### src/via_pkg.sv
package via_pkg;
   // ----------------------------------------
   // source slots (default priority order)
   // ----------------------------------------
   localparam int NUM_SRC      = 23;
   localparam int LAST_PRIO    = 22;
   localparam int SLOT_LVI     = 0;
   localparam int SLOT_PIN0    = 1;
   localparam int NUM_PINS     = 6;
   localparam int SLOT_SHARED  = 10;
   localparam int SLOT_TIMER_B = 19;
   localparam int SLOT_TWOWIRE = 22;
   localparam int FLAG_BYTE    = 8;
   localparam int SHARED_BIT   = 2;
   localparam int LVMD_BIT     = 1;
   localparam logic [7:0]  REQ_RESET   = 8'h00;
   localparam logic [7:0]  MASK_RESET  = 8'hff;
   localparam logic [15:0] VEC_RESET   = 16'h0000;
   localparam logic [15:0] VEC_BASE    = 16'h0004;
   localparam logic [15:0] VEC_BRK     = 16'h003e;
   localparam logic [15:0] VEC_TWOWIRE = 16'h0034;
   localparam logic [15:0] VEC_WATCH   = 16'h002e;

   typedef struct packed {
      logic        valid;
      logic [4:0]  slot;
      logic [15:0] vector;
   } via_grant_t;

   typedef enum logic [2:0] {
      ST_IDLE = 3'b001,
      ST_OFFER = 3'b010,
      ST_BRK  = 3'b100
   } via_state_t;
endpackage : via_pkg

### src/via_arbiter.sv
`timescale 1ns/100ps
module via_arbiter #(
   parameter int NSRC = via_pkg::NUM_SRC
) (
   ref_clk,
   reset_n,
   src_req,
   pin_level,
   rising_edge_enables,
   falling_edge_enables,
   lowvolt_detect,
   lowvolt_control_reg,
   clocked_serial_done_req,
   uart_zero_tx_done_req,
   timer_b_match_req,
   carrier_timer_event,
   timer_b_carrier_mode,
   mask_wr,
   mask_wdata,
   prio_wr,
   prio_wdata,
   req_set,
   global_enable,
   brk_req,
   accept,
   grant,
   request_flags,
   mask_flags,
   priority_flags,
   lowvolt_reset
);
   import via_pkg::*;
   input  wire logic                 ref_clk;
   input  wire logic                 reset_n;
   input  wire logic [NSRC-1:0]      src_req;
   input  wire logic [NUM_PINS-1:0]  pin_level;
   input  wire logic [NUM_PINS-1:0]  rising_edge_enables;
   input  wire logic [NUM_PINS-1:0]  falling_edge_enables;
   input  wire logic                 lowvolt_detect;
   input  wire logic [7:0]           lowvolt_control_reg;
   input  wire logic                 clocked_serial_done_req;
   input  wire logic                 uart_zero_tx_done_req;
   input  wire logic                 timer_b_match_req;
   input  wire logic                 carrier_timer_event;
   input  wire logic                 timer_b_carrier_mode;
   input  wire logic                 mask_wr;
   input  wire logic [NSRC-1:0]      mask_wdata;
   input  wire logic                 prio_wr;
   input  wire logic [NSRC-1:0]      prio_wdata;
   input  wire logic [NSRC-1:0]      req_set;
   input  wire logic                 global_enable;
   input  wire logic                 brk_req;
   input  wire logic                 accept;
   output via_pkg::via_grant_t       grant;
   output logic [NSRC-1:0]           request_flags;
   output logic [NSRC-1:0]           mask_flags;
   output logic [NSRC-1:0]           priority_flags;
   output logic                      lowvolt_reset;

   if (NSRC != NUM_SRC) begin : g_bad_count
      $error("via_arbiter: source count must be 23");
   end
   // flag groups are whole bytes; the top byte is cut down to the source count
   localparam int NBYTES = (NSRC + FLAG_BYTE - 1) / FLAG_BYTE;
   localparam logic [NBYTES*FLAG_BYTE-1:0] REQ_WIDE  = {NBYTES{REQ_RESET}};
   localparam logic [NBYTES*FLAG_BYTE-1:0] MASK_WIDE = {NBYTES{MASK_RESET}};

   // ----------------------------------------
   // vector lookup
   // ----------------------------------------
   // slots 0..19 step by two from 0004h; 20 is unused, 21 stays on the step at 002eh, 22 is sparse
   function automatic logic [15:0] slot_vector(input logic [4:0] s);
      logic [15:0] v;
      v = VEC_BASE + {10'h000, s, 1'b0};
      if (s == 5'(LAST_PRIO)) v = VEC_TWOWIRE;
      else if (s == 5'(LAST_PRIO - 1)) v = VEC_WATCH;
      return v;
   endfunction : slot_vector

   // ----------------------------------------
   // request sources
   // ----------------------------------------
   logic [NUM_PINS-1:0] pin_prev_r;
   logic [NUM_PINS-1:0] pin_prev_nxt;
   logic [NSRC-1:0]     raw_ev;
   logic                lv_mode;
   logic [NUM_PINS-1:0] raw_ev_pin;
   // edges ignored for one cycle after reset, so a pin idling high gives no false rise
   logic                pin_armed_r;
   logic                pin_armed_nxt;

   assign lv_mode = lowvolt_control_reg[LVMD_BIT];

   always_comb begin
      pin_prev_nxt = pin_level;
      pin_armed_nxt = 1'b1;
      raw_ev = src_req;
      raw_ev[SLOT_LVI] = lowvolt_detect & ~lv_mode;
      raw_ev[SLOT_SHARED] = clocked_serial_done_req | uart_zero_tx_done_req;
      raw_ev[SLOT_TIMER_B] = timer_b_carrier_mode ? carrier_timer_event
                                                  : timer_b_match_req;
      raw_ev[LAST_PRIO - 2] = 1'b0;
   end

   genvar gi;
   generate
      for (gi = 0; gi < NUM_PINS; gi++) begin : g_pin
         logic rise;
         logic fall;
         assign rise = pin_level[gi] & ~pin_prev_r[gi];
         assign fall = ~pin_level[gi] & pin_prev_r[gi];
         assign raw_ev_pin[gi] = pin_armed_r & ((rise & rising_edge_enables[gi])
                                              | (fall & falling_edge_enables[gi]));
      end
   endgenerate

   // ----------------------------------------
   // flags and arbitration
   // ----------------------------------------
   logic [NSRC-1:0] req_r, req_nxt, mask_r, mask_nxt, prio_r, prio_nxt;
   via_grant_t      grant_r, grant_nxt;
   via_state_t      st_r, st_nxt;
   logic            lvr_r, lvr_nxt;
   logic [NSRC-1:0] live;
   logic            found;
   logic [4:0]      win;

   always_comb begin
      live = req_r & ~mask_r;
      found = 1'b0;
      win = '0;
      // high group first, then lowest slot inside the group
      for (int i = NSRC - 1; i >= 0; i--) begin
         if (live[i] & prio_r[i] == 1'b0) begin
            found = 1'b1;
            win = 5'(i);
         end
      end
      if (!found) begin
         for (int i = NSRC - 1; i >= 0; i--) begin
            if (live[i]) begin
               found = 1'b1;
               win = 5'(i);
            end
         end
      end
   end

   always_comb begin
      logic [NSRC-1:0] ev;
      ev = raw_ev;
      ev[SLOT_PIN0 +: NUM_PINS] = raw_ev_pin;
      ev = ev | req_set;
      req_nxt = req_r;
      mask_nxt = mask_wr ? mask_wdata : mask_r;
      prio_nxt = prio_wr ? prio_wdata : prio_r;
      grant_nxt = grant_r;
      st_nxt = st_r;
      lvr_nxt = lowvolt_detect & lv_mode;
      case (st_r)
         ST_IDLE: begin
            if (brk_req) begin
               st_nxt = ST_BRK;
               grant_nxt = '{valid: 1'b1, slot: 5'h1f, vector: VEC_BRK};
            end else if (global_enable && found) begin
               st_nxt = ST_OFFER;
               grant_nxt = '{valid: 1'b1, slot: win, vector: slot_vector(win)};
            end
         end
         ST_OFFER: begin
            if (accept) begin
               req_nxt[grant_r.slot] = 1'b0;
               st_nxt = ST_IDLE;
               grant_nxt.valid = 1'b0;
            end else if (!global_enable) begin
               st_nxt = ST_IDLE;
               grant_nxt.valid = 1'b0;
            end
         end
         ST_BRK: begin
            if (accept) begin
               st_nxt = ST_IDLE;
               grant_nxt.valid = 1'b0;
            end
         end
         default: begin
            st_nxt = ST_IDLE;
            grant_nxt.valid = 1'b0;
         end
      endcase
      // set wins over the acceptance clear
      req_nxt = req_nxt | ev;
   end

   always_ff @(posedge ref_clk or negedge reset_n) begin
      if (!reset_n) begin
         req_r <= REQ_WIDE[NSRC-1:0];
         mask_r <= MASK_WIDE[NSRC-1:0];
         prio_r <= MASK_WIDE[NSRC-1:0];
         grant_r <= '{valid: 1'b0, slot: 5'h00, vector: VEC_RESET};
         st_r <= ST_IDLE;
         lvr_r <= 1'b0;
         pin_prev_r <= '0;
         pin_armed_r <= 1'b0;
      end else begin
         req_r <= req_nxt;
         mask_r <= mask_nxt;
         prio_r <= prio_nxt;
         grant_r <= grant_nxt;
         st_r <= st_nxt;
         lvr_r <= lvr_nxt;
         pin_prev_r <= pin_prev_nxt;
         pin_armed_r <= pin_armed_nxt;
      end
   end

   assign grant = grant_r;
   assign request_flags = req_r;
   assign mask_flags = mask_r;
   assign priority_flags = prio_r;
   assign lowvolt_reset = lvr_r;

   // ----------------------------------------
   // checks
   // ----------------------------------------
   property p_mask_reset;
      @(posedge ref_clk) $rose(reset_n) |-> mask_r == {NSRC{1'b1}} && req_r == '0;
   endproperty
   a_mask_reset: assert property (p_mask_reset) else $error("flags not reset");

   property p_lv_reset;
      @(posedge ref_clk) disable iff (!reset_n)
         lowvolt_detect && lowvolt_control_reg[LVMD_BIT] && !req_set[SLOT_LVI]
         |=> lowvolt_reset && !$rose(req_r[SLOT_LVI]);
   endproperty
   a_lv_reset: assert property (p_lv_reset) else $error("low-voltage not a reset");

   property p_lv_irq;
      @(posedge ref_clk) disable iff (!reset_n)
         lowvolt_detect && !lowvolt_control_reg[LVMD_BIT] |=> req_r[0] && !lowvolt_reset;
   endproperty
   a_lv_irq: assert property (p_lv_irq) else $error("low-voltage not a request");

   property p_shared;
      @(posedge ref_clk) disable iff (!reset_n)
         uart_zero_tx_done_req || clocked_serial_done_req |=> req_r[SLOT_SHARED];
   endproperty
   a_shared: assert property (p_shared) else $error("shared flag not set");

   property p_twowire_vec;
      @(posedge ref_clk) disable iff (!reset_n)
         grant_r.valid && grant_r.slot == 5'(SLOT_TWOWIRE) |-> grant_r.vector == VEC_TWOWIRE;
   endproperty
   a_twowire_vec: assert property (p_twowire_vec) else $error("two-wire vector wrong");

   property p_clear_on_accept;
      @(posedge ref_clk) disable iff (!reset_n)
         st_r == ST_OFFER && accept && !req_set[grant_r.slot] && !raw_ev[grant_r.slot]
         && !(grant_r.slot >= 5'(SLOT_PIN0) && grant_r.slot < 5'(SLOT_PIN0 + NUM_PINS))
         |=> !req_r[$past(grant_r.slot)];
   endproperty
   a_clear_on_accept: assert property (p_clear_on_accept) else $error("flag kept");

   property p_brk;
      @(posedge ref_clk) disable iff (!reset_n)
         st_r == ST_IDLE && brk_req |=> grant_r.valid && grant_r.vector == VEC_BRK;
   endproperty
   a_brk: assert property (p_brk) else $error("breakpoint not taken");

   property p_masked_never;
      @(posedge ref_clk) disable iff (!reset_n)
         st_r == ST_IDLE && !brk_req && global_enable && found
         |=> grant_r.valid && (!mask_r[grant_r.slot] || $past(mask_wr));
   endproperty
   a_masked_never: assert property (p_masked_never) else $error("masked winner");
endmodule : via_arbiter

### config.mk
export PLATFORM = sky130hd
export DESIGN_NAME = via_arbiter
export DESIGN_NICKNAME = d
export VERILOG_FILES = /design/src/via_pkg.sv /design/src/via_arbiter.sv
export SDC_FILE = /design/constraint.sdc
export NUM_CORES = 1
export LEC_CHECK = 0
export BUFFER_PORTS_ARGS = -buffer_cell sky130_fd_sc_hd__buf_2
export CORE_ASPECT_RATIO = 0.9
export CORE_MARGIN = 4
export CORE_UTILIZATION = 45
export DETAILED_ROUTE_END_ITERATION = 8
export PLACE_DENSITY = 0.81
export SYNTH_ARGS = -nofsm -noshare
export SYNTH_HDL_FRONTEND = slang
export SYNTH_SLANG_ARGS = --single-unit
### constraint.sdc
create_clock -name ref_clk -period 3.75 [get_ports ref_clk]
set_clock_uncertainty 0.15 [all_clocks]
set_input_delay 0.1875 -clock ref_clk [delete_from_list [all_inputs] [get_ports ref_clk]]
set_output_delay 0.1875 -clock ref_clk [all_outputs]
set_load 0.01 [all_outputs]
Word-level counts from Yosys, hierarchy flattened:

Index checks and enable logic that the tools add are counted.

* register bits: 102
* input bits: 131
* output and inout bits: 92

* add/sub/neg operators: 1
* order comparisons: 2
* equal/unequal tests: 8
* multiplexer cells: 113
* bitwise operators: 104
* reduce and logical (&&, ||, !) cells: 5

Operators by type and width (count)
* $mux 5: 47
* $and 1x1->1: 55
* $mux 1: 52
* $and 23x23->23: 2
* $mux 23: 2
* $not 23->23: 2
* $or 23x23->23: 2
* $mux 22: 2
* $not 1->1: 36
* $mux 16: 1
* $mux 3: 5
* $eq 5x5->1 const B: 2
* $pmux 3 s3: 1
* $add 3x6->7 const A: 1
* $mux 7: 1
* $or 1x1->1: 7
* $lt 5x6->1 const B: 1
* $ne 3x3->1 const B: 2
* $demux 1 s5: 1
* $ge 5x1->1 const B: 1
* $eq 3x1->1 const B: 1
* $eq 3x2->1 const B: 1
* $eq 3x3->1 const B: 1
* $pmux 1 s3: 1
* other kinds (5): 6

Logic depth before layout (Yosys ltp):

Gate-level depths: netlist of run 1.

* word-level depth: 56
* mapped depth: 11
* gate-level depth less buffers: 10

Worst setup path after synthesis of run 1:

No wires, ideal clock.

* path type: reg2reg
* start point: register mask_r[1], in the netlist mask_flags[1]
* end point: register grant_r, in the netlist grant[4]
* data arrival time: 2.652 ns
* required time: 3.474 ns
* slack: 0.822 ns
* stages on the path, launching flop included: 9
* path buffers: 1
* clock period less this slack: 2.928 ns
* cell sequence: dfstp_2 -> nor3b_1 -> or4b_1 -> or3_1 -> buf_2 -> or4b_4 -> o32ai_2 -> a32oi_1 -> o32a_1

* word-level cells in the longest chain between the ends: 34
* elaborated cells on any way between the ends: 44

RTL lines
* from (decl): line via_arbiter.sv:120 `logic [NSRC-1:0] req_r, req_nxt, mask_r, mask_nxt, prio_r, prio_nxt;`
* from (signal assigned): line via_arbiter.sv:198 `mask_r <= MASK_WIDE[NSRC-1:0];`
* from (signal assigned): line via_arbiter.sv:207 `mask_r <= mask_nxt;`
* $not 23->23 *: line via_arbiter.sv:129 `live = req_r & ~mask_r;`
* $and 23x23->23 *: line via_arbiter.sv:129
* $and 1x1->1: line via_arbiter.sv:134 `if (live[i] & prio_r[i] == 1'b0) begin`
* $mux 5 (2 in series): line via_arbiter.sv:134
* $mux 5 (23 in series): line via_arbiter.sv:141 `if (live[i]) begin`
* $mux 5: line via_arbiter.sv:139 `if (!found) begin`
* $add 3x6->7 / $eq 5x5->1 (equally long branches): line via_arbiter.sv:74, via_arbiter.sv:76
* $mux 7: line via_arbiter.sv:76 `else if (s == 5'(LAST_PRIO - 1)) v = VEC_WATCH;`
* $mux 16: line via_arbiter.sv:75 `if (s == 5'(LAST_PRIO)) v = VEC_TWOWIRE;`
* $mux 22: line via_arbiter.sv:165 `end else if (global_enable && found) begin`
* $mux 22: line via_arbiter.sv:162 `if (brk_req) begin`
* to (signal assigned): line via_arbiter.sv:200 `grant_r <= '{valid: 1'b0, slot: 5'h00, vector: VEC_RESET};`
* to (signal assigned): line via_arbiter.sv:209 `grant_r <= grant_nxt;`
* to (decl): line via_arbiter.sv:121 `via_grant_t grant_r, grant_nxt;`

Every way passes the cells marked *; elsewhere a longest branch is shown, timed or not. The select of a mux whose other input is x is not followed.
A chain may end at the register's enable or synchronous reset.

Final worst setup path of run 1:

* start point: register mask_r[0], in the netlist mask_flags[0]
* end point: register grant_r, in the netlist grant[4]

* word-level cells in the longest chain between the ends: 33
* elaborated cells on any way between the ends: 41

RTL lines (line)
* $not 23->23 *: via_arbiter.sv:129
* $and 23x23->23 *: via_arbiter.sv:129
* $and 1x1->1: via_arbiter.sv:134
* $mux 5: via_arbiter.sv:134
* $mux 5 (23 in series): via_arbiter.sv:141
* $mux 5: via_arbiter.sv:139
* $add 3x6->7 / $eq 5x5->1 (equally long branches): via_arbiter.sv:74, via_arbiter.sv:76
* $mux 7: via_arbiter.sv:76
* $mux 16: via_arbiter.sv:75
* $mux 22: via_arbiter.sv:165
* $mux 22: via_arbiter.sv:162

Marks and branches as above.

==> results of run 1 <==
power by group through the flow:
| stage | Clock [uW] | Combinational (uW) | Sequential [uW] |
|---|---|---|---|
| after floorplan | 0 | 408 | 1290 |
| after global placement | 0 | 705 | 1280 |
| after detailed placement | 0 | 711 | 1290 |
| after CTS | 932 | 781 | 1270 |
| after global routing | 969 | 858 | 1290 |
| final | 910 | 789 | 1270 |
sequential cells by signal, indices dropped and copies added, names as in the netlist:
| register | cells |
|---|---|
| mask_flags | 23 |
| priority_flags | 23 |
| request_flags | 23 |
| grant | 11 |
| pin_prev_r | 6 |
| st_r | 3 |
| lowvolt_reset | 1 |
| pin_armed_r | 1 |
logic make-up after synthesis:
logic type	after synthesis
other cells	2
compound gates	105
mux	44
simple gates	166
flops	91
buf+inv	29
fa+ha+maj	1
tightest hold or removal path, cell delays in order:
cell,delay (ns)
buf_2,0.07
mux2_2,0.13
a211o_1,0.09
worst paths after layout:
kind | cells past startpoint | slack (ns) | end | start
max | 10 | 0.56 | grant[4] | mask_flags[0]
min | 3 | 0.03 | request_flags[19] | carrier_timer_event
max reg2reg | 10 | 0.56 | grant[4] | mask_flags[0]
min reg2reg | 1 | 0.35 | grant[6] | grant[6]
max in group asynchronous | 3 | 2.20 | mask_flags[18] | reset_n
min in group asynchronous | 2 | 0.34 | request_flags[10] | reset_n
through the flow:
stage               setup slack [ns]  power, uW  hold slack [ns]
finish                         0.563       2970           0.0259
global route                   0.385       3120           0.0251
CTS                            0.620       2980           0.0148
detailed placement             0.641       2000            0.171
global placement               0.664       1990            0.169
floorplan                      0.822       1700           -0.258
layer usage:
metal / wire length, um / vias to the layer above / global-route usage [%]
li1: - / 2194 / -
met1: 6450 / 2291 / 31.9
met2: 8190 / 194 / 46.4
met3: 1350 / 24 / 7.24
met4: 269 / 0 / 7.62
met5: 0 / - / 0
final cells by class:
cell class              instances  area [sq um]
repair buffers                291          1940
fillers                       773          3190
clock buffers                  12           278
clock inverters                 4          30.0
well taps                     129           161
multi-input cells             327          2250
inverters                       6          22.5
flip-flops and latches         91          2340
layout by cell type (no fill, tap or decap), types with 18 or more instances in the layout:
cell,synthesis,final
buf_2,1,194
dfrtp_1,44,44
dfstp_2,47,47
dlygate4sd3_1,0,95
mux2_2,44,44
nand2_1,40,40
nand2b_1,24,24
nor2_1,19,19
nor3b_1,18,18
o21ai_0,28,28
==> out/metrics.cfg, run 1 <==
[route]
vias_per_cell = 5.47
vias = 4703
drtIter0Drc = 205
drt_wl_total_um = 16300
wl_per_cell_um = 18.9
drc_errors = 0
ant_nets = 0
dr.pass1.iters = 4

[global_routing]
grt_pass1_wl_um = 25000
grt_overflow_total = 0
grt_pass1_vias = 4890
grt_usage_pct = 26.6
grt_max_degree = 71
grt_antenna_before_repair = 0

[synthesis]
synth_mux_area_share_pct = 10.5
yosys.area_share.adder_pct = 0.266
synth_area_sq_um = 4700
synth_top_area_share_pct = 26.3
synthXorXnorAreaFrac_pct = 0
ys_ff_latch = 91
yosys_warnings = 0
synth_cell_types = 66
ys.flop_type = dfstp_2
seq_area_frac_synth_pct = 49.7
synth_most_common_cell = dfstp_2
synth_top_family_by_area = simple AND/OR/NAND/NOR gates
synth-async-reset-ratio_pct = 100
syn-mean-instance-area_sq_um = 10.7
synth_area_leader_cell = dfstp_2
netlist_instances = 438
synth_commonest_cells = dfstp_2 (47), dfrtp_1 (44), mux2_2 (44), nand2_1 (40), o21ai_0 (28)
yosys.area_share.simple_pct = 20.1
synth_compound_area_share_pct = 16.0
synth_edf_count = 0
synth_top_cells_by_area = dfstp_2 (26%), dfrtp_1 (23%), mux2_2 (11%), nand2_1 (3.2%), nand2b_1 (3.2%)

[place]
portBuffers = 195
place.gp.congestion = 0.882
place_area_sq_um = 5750
dp_hpwl_um = 11200
dp_cells = 749

[critical_path]
cp.arrival_ns = 3.32
setup.worst_path.start_class = register
worstSetupPathType = register to register
critPathSlowestCell = nor3b_1
cp_top_family = simple AND/OR/NAND/NOR gates
cp_cell_sequence = nor3b_1 -> or4b_1 -> or3_1 -> nor3_1 -> a32oi_1 -> nand2_1 -> ha_1 -> or3_2 -> a32oi_1 -> o32a_1
cp-end-kind = register
crit_buf_inv = 0
crit_required_ns = 3.88
cpMostUsedCell = a32oi_1
cp_max_fo = 7
slowest_delay_ns = 0.54

[layout]
fin_area_sq_um = 7010
drive_gt1_share_pct = 43.1
area_growth_pct = 49.2
nets = 858
diodes = 0
stdcell_count = 860
final_util_pct = 68.7

[power_and_ir_drop]
peakVddDrop_v = 0.000293
p_leak_uw = 0.00291
comb_power_share_pct = 26.5
p_per_area_nw_per_um2 = 424
p_switching_uw = 935
intPower_uw = 2040
netSwitchingFraction_pct = 31.4
p_seq_share_pct = 42.9
clkPwrFrac_pct = 30.6

[floorplanning]
io_pins = 223
fp.dieW_um = 116
dieArea_sq_um = 12100
num_rows = 35
fp.dieH_um = 105
start_util_pct = 46.1
core_area_sq_um = 10200

[hold_path]
hold_class = input port to register

[status]
outcome = finished, final reports clean

[sta]
fin_setup_tns_ns = 0
hold_viol = 0
setup_viol = 0
slew_viol_final = 0
tightest_slew_ns = 1.06
rsz0062_at_grt = no
max_freq_mhz = 314
fin_crit_ns = 3.19
final.period_utilization_pct = 85.0
slew_headroom_pct = 29.3

[run]
drv_cap = 0

[clocking]
insertion_delay_ns = 0.34
htreeDepth = 3
cts-buffers-inserted = 9
cts_tree = done
clk_pin_slew_ns = 0.07
cts_resized = 0
clock_path_buffers = 2
cts_hold_buffers = 95
root_buffer = clkbuf_16
numClockSinks = 91
post-cts-setup-buffers = 0

Power figures use the tool's default switching activity.
==> inputs of run 2 (changes only) <==
==> constraint.sdc (replaced) <==
create_clock -name ref_clk -period 3.3 [get_ports ref_clk]
set_clock_uncertainty 0.15 [all_clocks]
set_input_delay 0.165 -clock ref_clk [delete_from_list [all_inputs] [get_ports ref_clk]]
set_output_delay 0.165 -clock ref_clk [all_outputs]
set_load 0.01 [all_outputs]
==> out/metrics.cfg, run 2 (same netlist as run 1, synthesis figures left out) <==
[global_routing]
grt_pass1_wl_um = 25500  ; was 25000 um
grt_usage_pct = 27.1  ; was 26.6%
grt_overflow_total = 0  ; unchanged
grt_pass1_vias = 4990  ; was 4890
grt_antenna_before_repair = 0  ; unchanged
grt_max_degree = 59  ; was 71

[hold_path]
min_to = st_r[1]  ; was request_flags[19]
hold_path_depth = 2  ; was 3
hold_class = input port to register  ; unchanged
holdCritStartpoint = accept  ; was carrier_timer_event

[power_and_ir_drop]
fin_total_pwr_uw = 3470  ; was 2970 uW
p_per_area_nw_per_um2 = 486  ; was 424 nW/um^2
peakVddDrop_v = 0.000308  ; was 0.000293 V
p_leak_uw = 0.00297  ; was 0.00291 uW

[sta]
rsz0062_at_grt = yes  ; was no
hold_viol = 0  ; unchanged
tightest_slew_ns = 0.723  ; was 1.06 ns
max_freq_mhz = 315  ; was 314 MHz
slew_viol_final = 0  ; unchanged
fin_ws_ns = 0.129  ; was 0.563 ns
hold_slack_ns = 0.0112  ; was 0.0259 ns
final.period_utilization_pct = 96.1  ; was 85.0%
slew_headroom_pct = 51.8  ; was 29.3%
setup_viol = 0  ; unchanged
fin_crit_ns = 3.17  ; was 3.19 ns

[critical_path]
cp.arrival_ns = 3.25  ; was 3.32 ns
worstReg2RegEnd = grant[4]  ; unchanged
rr_worst_depth = 8  ; was 10
cp-end-kind = register  ; unchanged
r2r-start = mask_flags[0]  ; unchanged
crit_required_ns = 3.38  ; was 3.88 ns
setup.worst_path.start_class = register  ; unchanged
worstSetupPathType = register to register  ; unchanged
cp_max_fo = 7  ; unchanged
rrSetupSlack_ns = 0.13  ; was 0.56 ns

[clocking]
cts-buffers-inserted = 9  ; unchanged
root_buffer = clkbuf_16  ; unchanged
htreeDepth = 3  ; unchanged
insertion_delay_ns = 0.35  ; was 0.34 ns
cts_tree = done  ; unchanged
numClockSinks = 91  ; unchanged
clk_pin_slew_ns = 0.06  ; was 0.07 ns
clock_path_buffers = 2  ; unchanged

[layout]
nets = 869  ; was 858
most-common-layout-cells = buf_2 (194), dlygate4sd3_1 (96), dfstp_2 (47)  ; was buf_2 (194), dlygate4sd3_1 (95), dfstp_2 (47)
final_common_cell = buf_2  ; unchanged
num-fill-cells = 747  ; was 773
fin_area_sq_um = 7130  ; was 7010 sq um
area_growth_pct = 51.8  ; was 49.2%
diodes = 0  ; unchanged
stdcell_count = 871  ; was 860
drive_gt1_share_pct = 44.2  ; was 43.1%

[route]
dr.pass1.iters = 4  ; unchanged
vias = 4768  ; was 4703
wl_per_cell_um = 18.8  ; was 18.9 um
drtIter0Drc = 312  ; was 205
drt_wl_total_um = 16400  ; was 16300 um
drc_errors = 0  ; unchanged
vias_per_cell = 5.47  ; about the same
ant_nets = 0  ; unchanged

[floorplanning]
dieArea_sq_um = 12100  ; unchanged
io_pins = 223  ; unchanged
fp.dieH_um = 105  ; unchanged
start_util_pct = 46.1  ; unchanged
fp.dieW_um = 116  ; unchanged
num_rows = 35  ; unchanged
core_area_sq_um = 10200  ; unchanged

[place]
portBuffers = 195  ; unchanged
dp_hpwl_um = 11400  ; was 11200 um
dp_slack_ns = 0.0182  ; was 0.641 ns
dp_cells = 757  ; was 749
place.gp.congestion = 0.890  ; was 0.882
place_area_sq_um = 5810  ; was 5750 sq um

[status]
outcome = finished, final reports clean  ; unchanged

[run]
drv_cap = 0  ; unchanged

==> run 2: metal layers <==
layer,vias to the layer above,track usage [%],share of wire [%]
met1,2322,33.8,40
met2,200,46.2,50
met4,0,9.11,2.2
met5,-,0,0
li1,2215,-,-
met3,31,5.79,8.1
==> run 2: critical path: stages (launching register included) <==
cell and delay, ns:
dfstp_2 0.55, nor3b_1 0.06, buf_4 0.15, or4b_1 0.56
or3_4 0.40, or4b_4 0.55, o32ai_2 0.18, a32oi_1 0.17
o32a_1 0.30
==> run 2: worst max-delay path by stage <==
stage | depth (start not counted) | slack, ns | from | endpoint
2_1_floorplan | 8 | 0.37 | mask_flags[1] | grant[4]
3_3_place_gp | 11 | 0.18 | mask_flags[0] | grant[4]
3_5_place_dp | 9 | 0.02 | mask_flags[0] | grant[5]
4_1_cts | 11 | 0.02 | mask_flags[0] | grant[4]
5_1_grt | 9 | -0.006 | mask_flags[0] | grant[5]
6_report | 8 | 0.13 | mask_flags[0] | grant[4]
==> run 2: final cells by class <==
type	count	area, sq um	area share, %
timing repair buffer	302	2020	28.3
clock buffer	13	282	3.95
inverter	6	22.5	0.316
tap	129	161	2.26
multi-input combinational	327	2270	31.8
sequential	91	2340	32.7
clock inverter	3	42.5	0.596
==> run 2: repair_timing <==
item	4_1_cts	5_1_grt
endpoints found under the setup margin	1	3
hold buffers	96	0
setup buffers	0	2
resized for setup	1	4
hold endpoints to repair	96	0
pin swaps	0	1
cloned	0	0
==> run 2: power breakdown <==
group	switching [uW]	total, uW	internal, uW
logic	481	922	441
registers	156	1450	1290
clock network	424	1100	673
total	1060	3470	2410
==> run 2: stage by stage <==
| step | util, % | TNS, ns |
|---|---|---|
| 6_report | 69.9 | 0 |
| 5_1_grt | 69.9 | -0.00698 |
| 4_1_cts | 69.6 | 0 |
| 3_5_place_dp | 57.0 | 0 |
| 3_3_place_gp | 57.0 | 0 |
| 2_1_floorplan | - | 0 |
==> inputs of run 3 (changes only) <==
--- a/config.mk
+++ b/config.mk
@@ -7,7 +7,7 @@
 export LEC_CHECK = 0
 export BUFFER_PORTS_ARGS = -buffer_cell sky130_fd_sc_hd__buf_2
 export CORE_ASPECT_RATIO = 0.9
-export CORE_MARGIN = 4
+export CORE_MARGIN = 5
 export CORE_UTILIZATION = 45
 export DETAILED_ROUTE_END_ITERATION = 8
 export PLACE_DENSITY = 0.81
==> out/metrics.cfg, run 3 (same netlist as run 1, synthesis figures left out) <==
[sta]
rsz0062_at_grt = no  ; was yes
final.period_utilization_pct = 94.2  ; was 96.1%
tightest_slew_ns = 1.04  ; was 0.723 ns
slew_viol_final = 0  ; unchanged
max_freq_mhz = 322  ; was 315 MHz
slew_headroom_pct = 30.6  ; was 51.8%
fin_crit_ns = 3.11  ; was 3.17 ns
fin_setup_tns_ns = 0  ; unchanged
hold_viol = 0  ; unchanged
setup_viol = 0  ; unchanged

[layout]
drive_gt1_share_pct = 43.1  ; was 44.2%
final_common_cell = buf_2  ; unchanged
most-common-layout-cells = buf_2 (194), dlygate4sd3_1 (95), dfstp_2 (47)  ; was buf_2 (194), dlygate4sd3_1 (96), dfstp_2 (47)
area_growth_pct = 49.2  ; was 51.8%
ff_latch_area_sq_um = 2340  ; unchanged
multi_input_area_sq_um = 2260  ; was 2270 sq um
final_util_pct = 68.4  ; was 69.9%
nets = 862  ; was 869
num-fill-cells = 804  ; was 747

[route]
vias = 4806  ; was 4768
ant_nets = 0  ; unchanged
vias_per_cell = 5.55  ; was 5.47
dr.pass1.iters = 4  ; unchanged
wl_per_cell_um = 19.1  ; was 18.8 um
drt_wl_total_um = 16500  ; was 16400 um
drc_errors = 0  ; unchanged
drtIter0Drc = 377  ; was 312

[place]
portBuffers = 195  ; unchanged
place.gp.congestion = 0.901  ; was 0.890
dp_hpwl_um = 11500  ; was 11400 um

[global_routing]
grt_max_degree = 83  ; was 59
grt_pass1_vias = 4951  ; was 4990
grt_usage_pct = 25.9  ; was 27.1%
grt_antenna_before_repair = 2  ; was 0
grt_overflow_total = 0  ; unchanged
grt_pass1_wl_um = 26100  ; was 25500 um

[power_and_ir_drop]
fin_total_pwr_uw = 3280  ; was 3470 uW
p_seq_share_pct = 44.2  ; was 41.8%
p_leak_uw = 0.00290  ; was 0.00297 uW
intPower_uw = 2230  ; was 2410 uW
p_switching_uw = 1050  ; was 1060 uW
clkPwrFrac_pct = 28.2  ; was 31.6%
comb_power_share_pct = 27.6  ; was 26.6%
peakVddDrop_v = 0.000333  ; was 0.000308 V
p_per_area_nw_per_um2 = 468  ; was 486 nW/um^2
netSwitchingFraction_pct = 32.0  ; was 30.6%

[hold_path]
hold_path_depth = 3  ; was 2
hold_class = input port to register  ; unchanged

[run]
drv_cap = 0  ; unchanged

[floorplanning]
fp.dieH_um = 107  ; was 105 um
dieArea_sq_um = 12600  ; was 12100 sq um
start_util_pct = 45.9  ; was 46.1%
fp.dieW_um = 118  ; was 116 um
io_pins = 223  ; unchanged
num_rows = 35  ; unchanged
core_area_sq_um = 10200  ; about the same

[critical_path]
cp_max_fo = 4  ; was 7
worstSetupPathType = register to register  ; unchanged
crit_required_ns = 3.43  ; was 3.38 ns
rr_worst_depth = 10  ; was 8
setup.worst_path.start_class = register  ; unchanged
cp-end-kind = register  ; unchanged
rrSetupSlack_ns = 0.19  ; was 0.13 ns
cp.arrival_ns = 3.23  ; was 3.25 ns

[clocking]
post-cts-setup-buffers = 0  ; unchanged
numClockSinks = 91  ; unchanged
clock_path_buffers = 2  ; unchanged
htreeDepth = 3  ; unchanged
root_buffer = clkbuf_16  ; unchanged
clk_pin_slew_ns = 0.06  ; about the same
insertion_delay_ns = 0.34  ; was 0.35 ns
cts_tree = done  ; unchanged
cts-buffers-inserted = 9  ; unchanged

[status]
outcome = finished, final reports clean  ; unchanged

run 3: changes by cell type in the layout (fill, tap and decap cells not counted), sizes merged:
cell / delta
clkbuf: -1
dlygate4sd3: -1
buf: -6
clkinv: +1
diode: +2
bufinv: -1
clkinvlp: +1
run 3: worst max-delay path, cell delays in order, from the launching register on:
cell	delay (ns)
dfrtp_1	0.38
nor3b_1	0.47
nor4_1	0.18
o2111ai_1	0.25
nor3_2	0.10
a32oi_1	0.30
nand2_1	0.16
ha_1	0.24
or3_2	0.48
a32oi_1	0.18
o32a_1	0.16
run 3: path summary, 6_finish.rpt:
| path | startpoint | endpoint |
|---|---|---|
| worst min-delay path | timer_b_match_req | request_flags[19] |
| worst min register to register | grant[21] | grant[21] |
| max in group asynchronous | reset_n | priority_flags[8] |
| min in group asynchronous | reset_n | request_flags[10] |
| worst max register to register | request_flags[10] | grant[4] |
| worst max-delay path | request_flags[10] | grant[4] |
run 3: final cells by class:
type	count	area share, %
sequential	91	33.3
multi-input combinational	327	32.2
timing repair buffer	295	28.0
clock buffer	12	3.37
tap	129	2.30
clock inverter	4	0.393
inverter	6	0.321
antenna	2	0.0714
run 3: per-stage QoR:
stage	instance area [sq um]	setup WS, ns	cells	hold slack [ns]
6_report	7010	0.193	866	0.0154
2_1_floorplan	4730	0.372	447	-0.281
4_1_cts	7000	0.180	864	0.0112
3_5_place_dp	5780	0.179	753	0.155
3_3_place_gp	5780	0.271	753	0.146
5_1_grt	7010	0.0154	866	0.0296
run 3: timing repair:
| item | in CTS | in global routing |
|---|---|---|
| hold buffers | 95 | 0 |
| setup endpoints to repair | 0 | 1 |
| resized for setup | 0 | 2 |
| hold endpoints to repair | 122 | 0 |
run 3: power by group through the flow:
stage	sequential, uW	combinational (uW)	clock [uW]
after floorplan	1460	464	0
after global placement	1450	804	0
after detailed placement	1460	815	0
after CTS	1440	895	953
after global routing	1470	988	993
final	1450	906	928
run 3: metal layers:
metal,global-route usage (%),vias up,part of all wire (%)
met3,7.38,44,7.9
met2,44.1,235,49
met5,0,-,0
li1,-,2196,-
met1,31.4,2331,40
met4,9.42,0,2.9
